===== config.mk =====
export PLATFORM = sky130hd
export DESIGN_NAME = pis_target
export DESIGN_NICKNAME = d
export VERILOG_FILES = /design/src/pis_pkg.sv /design/src/pis_if.sv /design/src/pis_sync.sv /design/src/pis_target.sv
export SDC_FILE = /design/constraint.sdc
export NUM_CORES = 1
export LEC_CHECK = 0
export ABC_AREA = 1
export BUFFER_PORTS_ARGS = -buffer_cell sky130_fd_sc_hd__buf_4
export CAP_MARGIN = 5
export CORE_MARGIN = 2
export CORE_UTILIZATION = 50
export CTS_BUF_LIST = sky130_fd_sc_hd__clkbuf_4 sky130_fd_sc_hd__clkbuf_8
export CTS_CLUSTER_DIAMETER = 100
export DETAILED_ROUTE_END_ITERATION = 8
export HOLD_SLACK_MARGIN = 0.06
export PLACE_DENSITY = 0.72
export SLEW_MARGIN = 30
export SYNTH_ARGS = -nofsm -noshare
export SYNTH_HDL_FRONTEND = slang
export SYNTH_HIERARCHICAL = 1
export SYNTH_SLANG_ARGS = --single-unit

===== constraint.sdc =====
create_clock -name clk -period 2.99 [get_ports clk]
set_input_delay 0.1495 -clock clk [delete_from_list [all_inputs] [get_ports clk]]
set_output_delay 0.1495 -clock clk [all_outputs]
set_load 0.03 [all_outputs]

===== src/pis_pkg.sv =====
// package: constants and types for the serial register target
package pis_pkg;
	localparam logic [6:0] PIS_ADDR_MAIN_HI = 7'h48; // main address, option bit 1
	localparam logic [6:0] PIS_ADDR_MAIN_LO = 7'h40; // main address, option bit 0
	localparam logic [6:0] PIS_ADDR_TEST = 7'h49; // test address, only when unlocked
	localparam logic PIS_DIR_READ = 1'h1; // direction bit value for read
	localparam logic [3:0] PIS_BIT_LAST = 4'h7; // last bit index of a byte
	localparam logic [3:0] PIS_BIT_ACK = 4'h8; // acknowledge slot index
	localparam logic [7:0] PIS_BYTE_ONE = 8'h01; // pointer step
	localparam logic [7:0] PIS_BYTE_ZERO = 8'h00; // pointer reset value
	localparam logic [3:0] PIS_CNT_ZERO = 4'h0; // bit counter reset value
	// pre-count after a start: the clock fall that closes the start wraps it to zero
	localparam logic [3:0] PIS_BIT_PRE = 4'hF;
	// bus target states
	typedef enum logic [2:0] {
		PIS_IDLE = 3'b000, // waiting for a start
		PIS_ADDR = 3'b001, // shifting the address byte
		PIS_REGA = 3'b010, // shifting the register address byte
		PIS_WDAT = 3'b011, // shifting a write data byte
		PIS_RDAT = 3'b100, // sending a read data byte
		PIS_IGN = 3'b101 // foreign address or nack, wait for stop/start
	} pis_state_t;
endpackage


===== src/pis_if.sv =====
// interface: synchronised and edge-detected bus lines between modules
`timescale 1ns/1ps
interface pis_if;
	logic scl_s; // synchronised clock level
	logic sda_s; // synchronised data level
	logic scl_rise; // one-cycle pulse on clock rising edge
	logic scl_fall; // one-cycle pulse on clock falling edge
	logic start_det; // one-cycle pulse on start or repeated start
	logic stop_det; // one-cycle pulse on stop
	modport src (output scl_s, sda_s, scl_rise, scl_fall, start_det, stop_det);
	modport dst (input scl_s, sda_s, scl_rise, scl_fall, start_det, stop_det);
endinterface


===== src/pis_sync.sv =====
// module: pin synchroniser and bus condition detector
`timescale 1ns/1ps
module pis_sync
	import pis_pkg::*;
(
	input wire logic clk,
	input wire logic resetn,
	input wire logic ce,
	input wire logic scl_in,
	input wire logic sda_in,
	pis_if.src bus
);
	logic [1:0] scl_sy_reg, scl_sy_next; // two-stage clock synchroniser
	logic [1:0] sda_sy_reg, sda_sy_next; // two-stage data synchroniser
	logic scl_d_reg, scl_d_next; // previous synchronised clock
	logic sda_d_reg, sda_d_next; // previous synchronised data

	// next values: first stage only feeds second stage
	always_comb begin
		scl_sy_next = {scl_sy_reg[0], scl_in};
		sda_sy_next = {sda_sy_reg[0], sda_in};
		scl_d_next = scl_sy_reg[1];
		sda_d_next = sda_sy_reg[1];
	end

	// idle bus lines float high, so reset to one
	always_ff @(posedge clk or negedge resetn) begin
		if (!resetn) begin
			scl_sy_reg <= 2'h3;
			sda_sy_reg <= 2'h3;
			scl_d_reg <= 1'h1;
			sda_d_reg <= 1'h1;
		end else if (ce) begin
			scl_sy_reg <= scl_sy_next;
			sda_sy_reg <= sda_sy_next;
			scl_d_reg <= scl_d_next;
			sda_d_reg <= sda_d_next;
		end
	end

	// edge and condition decode, gated by enable so pulses do not repeat
	assign bus.scl_s = scl_sy_reg[1];
	assign bus.sda_s = sda_sy_reg[1];
	assign bus.scl_rise = ce & scl_sy_reg[1] & ~scl_d_reg;
	assign bus.scl_fall = ce & ~scl_sy_reg[1] & scl_d_reg;
	// data falls while clock high: start
	assign bus.start_det = ce & scl_sy_reg[1] & scl_d_reg & ~sda_sy_reg[1] & sda_d_reg;
	// data rises while clock high: stop
	assign bus.stop_det = ce & scl_sy_reg[1] & scl_d_reg & sda_sy_reg[1] & ~sda_d_reg;
endmodule


===== src/pis_target.sv =====
// module: two-wire register target with auto-incrementing pointer
`timescale 1ns/1ps
// Notes on behaviour
// target only, never drives clock
// any clock rate up to 3.4 MHz
// two-wire bus, one data one clock
// data only pulled low or released
// 7-bit address plus direction bit
// master opens each transfer with start
// option bit picks 0x48 or 0x40
// foreign addresses are never acknowledged
// test address 0x49 only when unlocked
// master uses main address for registers
// 8-bit registers, 8-bit register address
// write bursts increment the pointer
// read bursts increment the pointer
// accesses routed to internal blocks
// acknowledge address, pointer, each written byte
// read follows pointer until master nacks
module pis_target
	import pis_pkg::*;
(
	input wire logic clk,
	input wire logic resetn,
	input wire logic ce,
	input wire logic scl_in,
	input wire logic sda_in,
	output logic sda_out,
	output logic sda_oe,
	input wire logic addr_opt,
	input wire logic test_unlock,
	output logic [7:0] reg_addr,
	output logic [7:0] reg_wdata,
	output logic reg_wr,
	output logic reg_rd,
	input wire logic [7:0] reg_rdata,
	output logic test_sel
);
	pis_if bus(); // synchronised bus view

	// clock only sampled, never driven
	pis_sync u_sync (
		.clk(clk),
		.resetn(resetn),
		.ce(ce),
		.scl_in(scl_in),
		.sda_in(sda_in),
		.bus(bus)
	);

	pis_state_t state_reg, state_next; // protocol state
	logic [3:0] bit_reg, bit_next; // bit index within byte, 8 = ack slot
	logic [7:0] shift_reg, shift_next; // receive or transmit shifter
	logic [7:0] ptr_reg, ptr_next; // register pointer
	logic [7:0] wdata_reg, wdata_next; // captured write byte
	logic wr_reg, wr_next; // write strobe
	logic rd_reg, rd_next; // read strobe
	logic drive_reg, drive_next; // pulling data low
	logic ack_reg, ack_next; // this byte gets an acknowledge
	logic read_reg, read_next; // current transfer is a read
	logic test_reg, test_next; // current transfer used test address
	logic mack_reg, mack_next; // master acked last read byte

	// address match against main and, if unlocked, test address
	function automatic logic pis_match(input logic [6:0] a, input logic opt, input logic unl);
		logic [6:0] main;
		main = opt ? PIS_ADDR_MAIN_HI : PIS_ADDR_MAIN_LO;
		pis_match = (a == main) | (unl & (a == PIS_ADDR_TEST));
	endfunction

	// protocol next-state, sampled on clock rises, changed on clock falls
	always_comb begin
		state_next = state_reg;
		bit_next = bit_reg;
		shift_next = shift_reg;
		ptr_next = ptr_reg;
		wdata_next = wdata_reg;
		wr_next = 1'b0;
		rd_next = 1'b0;
		drive_next = drive_reg;
		ack_next = ack_reg;
		read_next = read_reg;
		test_next = test_reg;
		mack_next = mack_reg;
		if (bus.start_det) begin
			// start or repeated start always resyncs; pointer kept
			state_next = PIS_ADDR;
			// the fall ending the start carries no bit, so count from one below zero
			bit_next = PIS_BIT_PRE;
			drive_next = 1'b0;
		end else if (bus.stop_det) begin
			state_next = PIS_IDLE;
			drive_next = 1'b0;
		end else if (bus.scl_rise) begin
			// sample data on rising clock; rate set purely by edges
			if (bit_reg <= PIS_BIT_LAST) begin
				if (state_reg != PIS_RDAT) begin
					shift_next = {shift_reg[6:0], bus.sda_s};
				end
			end else begin
				// ack slot: in a read, master's level decides continuation
				mack_next = ~bus.sda_s;
			end
		end else if (bus.scl_fall) begin
			case (state_reg)
				PIS_IDLE, PIS_IGN: begin
					drive_next = 1'b0;
				end
				PIS_ADDR, PIS_REGA, PIS_WDAT: begin
					if (bit_reg == PIS_BIT_LAST) begin
						bit_next = PIS_BIT_ACK;
						if (state_reg == PIS_ADDR) begin
							ack_next = pis_match(shift_reg[7:1], addr_opt, test_unlock);
							read_next = (shift_reg[0] == PIS_DIR_READ);
							// test flag only for an address that is really answered
							test_next = test_unlock & (shift_reg[7:1] == PIS_ADDR_TEST);
						end else begin
							ack_next = 1'b1;
						end
						// pull low for acknowledge only
						drive_next = (state_reg == PIS_ADDR) ?
							pis_match(shift_reg[7:1], addr_opt, test_unlock) : 1'b1;
						if (state_reg == PIS_REGA) begin
							ptr_next = shift_reg;
						end else if (state_reg == PIS_WDAT) begin
							wdata_next = shift_reg;
							wr_next = 1'b1;
						end
					end else if (bit_reg == PIS_BIT_ACK) begin
						bit_next = PIS_CNT_ZERO;
						drive_next = 1'b0;
						if (!ack_reg) begin
							state_next = PIS_IGN; // foreign address stays silent
						end else if (state_reg == PIS_ADDR && read_reg) begin
							// load first read byte and drive its msb
							state_next = PIS_RDAT;
							shift_next = {reg_rdata[6:0], 1'b0};
							drive_next = ~reg_rdata[7];
							rd_next = 1'b1;
						end else if (state_reg == PIS_ADDR) begin
							state_next = PIS_REGA;
						end else begin
							if (state_reg == PIS_WDAT) begin
								ptr_next = ptr_reg + PIS_BYTE_ONE;
							end
							state_next = PIS_WDAT;
						end
					end else begin
						bit_next = bit_reg + 4'h1;
					end
				end
				PIS_RDAT: begin
					if (bit_reg == PIS_BIT_LAST) begin
						// release for master ack; advance pointer
						bit_next = PIS_BIT_ACK;
						drive_next = 1'b0;
						ptr_next = ptr_reg + PIS_BYTE_ONE;
					end else if (bit_reg == PIS_BIT_ACK) begin
						bit_next = PIS_CNT_ZERO;
						if (mack_reg) begin
							// master wants more: next register
							shift_next = {reg_rdata[6:0], 1'b0};
							drive_next = ~reg_rdata[7];
							rd_next = 1'b1;
						end else begin
							state_next = PIS_IGN; // nack ends read
							drive_next = 1'b0;
						end
					end else begin
						bit_next = bit_reg + 4'h1;
						drive_next = ~shift_reg[7];
						shift_next = {shift_reg[6:0], 1'b0};
					end
				end
				default: begin
					state_next = PIS_IDLE;
					drive_next = 1'b0;
				end
			endcase
		end
	end

	// protocol state registers; enable low freezes everything
	always_ff @(posedge clk or negedge resetn) begin
		if (!resetn) begin
			state_reg <= PIS_IDLE;
			bit_reg <= PIS_CNT_ZERO;
			shift_reg <= PIS_BYTE_ZERO;
			ptr_reg <= PIS_BYTE_ZERO;
			wdata_reg <= PIS_BYTE_ZERO;
			wr_reg <= 1'b0;
			rd_reg <= 1'b0;
			drive_reg <= 1'b0;
			ack_reg <= 1'b0;
			read_reg <= 1'b0;
			test_reg <= 1'b0;
			mack_reg <= 1'b0;
		end else if (ce) begin
			state_reg <= state_next;
			bit_reg <= bit_next;
			shift_reg <= shift_next;
			ptr_reg <= ptr_next;
			wdata_reg <= wdata_next;
			wr_reg <= wr_next;
			rd_reg <= rd_next;
			drive_reg <= drive_next;
			ack_reg <= ack_next;
			read_reg <= read_next;
			test_reg <= test_next;
			mack_reg <= mack_next;
		end
	end

	// open drain: output held low, enable pulls the line
	assign sda_out = 1'b0;
	assign sda_oe = drive_reg;
	// register port toward internal blocks
	assign reg_addr = ptr_reg;
	assign reg_wdata = wdata_reg;
	assign reg_wr = wr_reg;
	assign reg_rd = rd_reg;
	// tells internal blocks the test address is in use; ordinary access uses main
	assign test_sel = test_reg;
endmodule


==> impl_summary.txt <==
----------------------------------------------------
[STA]
  Aggregate negative setup slack ... 0 ps
  Number of max-slew violations in the final report ... 0
  Worst path setup slack after routing ... 1030 ps
  Setup repair after global routing missed its margin ... false
  Final worst path period need ... 1960 ps
  Hold slack final ... 135 ps
  Fraction of the cycle the final worst path needs ... 65.6%
  Worst Tran Pin Value ... about 570 ps
  Highest attainable clock frequency ... 510 MHz
  Final Hold Fails ... 0
  Setup violation total in the final timing report ... 0
  Final worst clock skew ... 6.18 ps
  Worst max-slew margin expressed relative to the limit ... 61.7%

[Hold path]
  Class of the tightest hold or removal check ... in -> reg

[Clock network]
  Num Clock Sinks ... 44
  Number of gates given a new drive strength after cts ... 0
  Clock buffer depth ... 2
  TritonCTS clock tree ... done
  Clock latency on the worst-skew pair ... between 300 and 400 ps
  Clk Tree Root Cell ... sky130_fd_sc_hd__clkbuf_8
  Cts bufs inserted ... 5
  H-tree levels ... 2
  Register clock-pin slew on the reported worst setup and hold paths ... about 90 ps

[Layout]
  Non-filler cells in the finished layout ... between 400 and 500
  Non-Filler Cell Area, Final ... between 3000 and 4000 sq um
  Share of cells above drive strength 1 ... 19.3%
  Final-stage net count ... 446
  Antenna fix cells ... 0
  Fill cell total of the finished layout ... a little under 500
  Syn-to-layout area delta ... 16.2%

[Logic synthesis]
  Post-Syn Instances ... 388
  Total nets after synthesis ... 406
  Top_reg_cell synth ... sky130_fd_sc_hd__dfrtp_1
  Post-synthesis cell area ... 2720 sq um
  Sequential cell area fraction in the yosys report ... 40.8%
  Main combinational cell family by area after synthesis ... simple AND/OR/NAND/NOR gates
  Mean instance size in the synthesized netlist ... roughly 7 sq um
  Arithmetic-cell share of the synthesized area counting full adders, half adders and majority gates ... around 1.4%
  Xor-xnor portion of the synthesized cell area ... 0%
  Synth top area share ... about a third
  Synth Area in Simple Gates ... between 30 and 40%
  Register bit count reported by yosys ... 44
  Dominant cells by area after synthesis ... sky130_fd_sc_hd__dfrtp_1 (35%), sky130_fd_sc_hd__nand2_1 (18%), sky130_fd_sc_hd__inv_1 (7.9%)
  Largest area contributor in the netlist ... sky130_fd_sc_hd__dfrtp_1
  Yosys synthesis warning count ... 6
  Async set or reset register ratio after synthesis ... 100%
  Number of enable-type register cells in the synthesized netlist ... 0
  Most common cell in the netlist ... sky130_fd_sc_hd__nand2_1
  Post-synthesis compound-gate area fraction ... 11.4%
  Commonest cells in the synthesized netlist ... sky130_fd_sc_hd__nand2_1 (133), sky130_fd_sc_hd__inv_1 (57), sky130_fd_sc_hd__dfrtp_1 (38), sky130_fd_sc_hd__nand3_1 (34)
  Yosys cell types ... 35
  Multiplexer share of the synthesized area ... 0%

[Pwr]
  Switching power total ... 0.000445 W
  Share of total power in combinational logic ... 16.4%
  Sw Ratio ... 32.4%
  Fraction of power consumed by the clock network ... between 20% and 30%
  Power per Cell Area ... 435 nW/um^2
  Part of the total power dissipated in sequential elements ... 53.9%
  Maximum vdd drop ... between 0.3 and 0.4 mV
  Internal power consumption ... 0.000928 W
  Leakage ... 1.71 nW

[Place]
  Final weighted congestion of routability-driven global placement ... 0.870
  Placement-stage cell area ... 3030 sq um
  Placed cell count ... 488
  Buffers on Ports ... 34
  Worst Setup Slack post-DPL ... 1040 ps
  Final HPWL from detailed placement ... 4.56 mm

[Drt]
  Total number of vias ... 2504
  Routed wirelength normalized by instance count ... 12.2 um
  Pre-antenna DRT Iters ... 4
  Final wirelength ... 6.11 mm
  Vias per cell ... between 5 and 6
  DR DRC count ... 0
  Violation count after the first detailed-routing iteration ... ~180
  Number of antenna-violating nets in the routed design ... 0

[Die]
  Core Box Area ... 5170 sq um
  Area of the die ... 6040 sq um
  Number of top-level pins ... 36
  Vertical extent of the die ... approximately 78 um
  Starting utilization of the core area ... 52.6%
  Horiz. Die Dim ... 77.7 um
  Cell row count ... 26

[Global route]
  Wire length of the first global-routing pass ... 10.9 mm
  Total global routing track utilization ... 22.5%
  Number of global-route vias before repair ... 2304
  Number of antenna violations at the first check in global routing ... 0
  Maximum number of pins on one net before global-route repair ... 45
  GRT overflow ... 0

[Critical path]
  Crit-path max FO ... 6
  CP Data Arrival Time ... 2170 ps
  Critical path startpoint category ... register
  Worst Path Required ... ~3200 ps
  Worst Setup Path Type ... reg -> reg
  Critical path capture point type ... register

[Outcome]
  Run status ... finished, final reports clean

[Run]
  Maximum Capacitance Violations ... 0

----------------------------------------------------
[path summary, 6_finish.rpt]
kind	startpoint	end	slack [ps]	cells past startpoint
max in group asynchronous	resetn	reg_wdata[1]$_DFFE_PN0P_	2220	2
setup / recovery	u_sync/scl_sy_reg[1]$_DFFE_PN1P_	reg_addr[3]$_DFFE_PN0P_	1030	11
hold / removal	ce	u_sync/sda_sy_reg[0]$_DFFE_PN1P_	140	2
setup reg to reg	u_sync/scl_sy_reg[1]$_DFFE_PN1P_	reg_addr[3]$_DFFE_PN0P_	1030	11
hold reg to reg	u_sync/scl_sy_reg[0]$_DFFE_PN1P_	u_sync/scl_sy_reg[0]$_DFFE_PN1P_	480	2
min in group asynchronous	resetn	ack_reg$_DFFE_PN0P_	380	2
[final cells by class]
class	instances	area (sq um)	share of cell area, %
Multi-Input combinational cell	276	1340	42.4
Clock buffer	6	82.6	2.61
Tap cell	70	87.6	2.77
Sequential cell	44	1110	35.1
Timing Repair Buffer	37	285	9.03
Clock inverter	2	15.0	0.475
Inverter	64	240	7.60
[per-stage QoR]
step	util [%]	total power (W)
6_report	61.1	0.00137
5_1_grt	61.1	0.00146
4_1_cts	61.1	0.00139
3_5_place_dp	58.6	0.000975
3_3_place_gp	58.6	0.000969
2_1_floorplan	-	0.000889
[critical path, stage by stage (launching register included)]
cell and delay [ps]:
sky130_fd_sc_hd__dfstp_2 570, sky130_fd_sc_hd__nand2_1 70, sky130_fd_sc_hd__nor2_1 280, sky130_fd_sc_hd__inv_2 150, sky130_fd_sc_hd__nand2_1 140, sky130_fd_sc_hd__nor2_2 80, sky130_fd_sc_hd__nand2_1 110, sky130_fd_sc_hd__inv_1 90
sky130_fd_sc_hd__nand3_1 180, sky130_fd_sc_hd__nand2_1 80, sky130_fd_sc_hd__nand2_1 70, sky130_fd_sc_hd__inv_1 30
[logic make-up after synthesis]
kind of cell / count (synthesis)
other cells: 1
buf+inv: 68
flops: 44
simple gates: 219
fa+ha+maj: 3
compound gates: 53
[metal layers]
| layer | global-route usage [%] | vias to the layer above | wire, um |
|---|---|---|---|
| li1 | - | 1300 | - |
| met1 | 31.7 | 1134 | 2910 |
| met2 | 35.4 | 61 | 2800 |
| met3 | 3.95 | 9 | 329 |
| met4 | 6.61 | 0 | 76 |
| met5 | 0 | - | 0 |
[what timing repair did]
action,in CTS,in global routing
endpoints found under the hold margin,40,0
hold buffers,3,0
setup buffers,0,0
[layout by cell type (no fill, tap or decap), types with 2 or more instances in the layout]
cell type                       synthesis  layout
sky130_fd_sc_hd__o21ai_0               25      25
sky130_fd_sc_hd__ha_1                   3       3
sky130_fd_sc_hd__nor3_1                 3       3
sky130_fd_sc_hd__nand2_2                7       7
sky130_fd_sc_hd__a31oi_1                2       2
sky130_fd_sc_hd__o21ai_1                9       9
sky130_fd_sc_hd__inv_1                 57      57
sky130_fd_sc_hd__nor2_4                 3       3
sky130_fd_sc_hd__nand3_2                3       3
sky130_fd_sc_hd__or2_2                  2       2
sky130_fd_sc_hd__dlygate4sd3_1          0       3
sky130_fd_sc_hd__nand3_1               34      34
sky130_fd_sc_hd__dfstp_2                6       6
sky130_fd_sc_hd__a21oi_1                7       7
sky130_fd_sc_hd__nor2_2                 3       3
sky130_fd_sc_hd__nand2_4                2       2
sky130_fd_sc_hd__nand2_1              133     133
sky130_fd_sc_hd__buf_4                  1      34
sky130_fd_sc_hd__nor2_1                25      25
sky130_fd_sc_hd__inv_2                  7       7
sky130_fd_sc_hd__dfrtp_1               38      38
sky130_fd_sc_hd__o21ai_2                3       3
sky130_fd_sc_hd__clkbuf_8               0       6
sky130_fd_sc_hd__clkinvlp_4             0       2
[power groups by stage]
stage	clock network [W]	registers [W]	logic, W
final	0.000408	0.000740	0.000225
after global routing	0.000443	0.000752	0.000268
after CTS	0.000421	0.000740	0.000228
after detailed placement	0	0.000751	0.000224
after global placement	0	0.000750	0.000218
after floorplan	0	0.000723	0.000166
(Power assumes the default switching activity.)
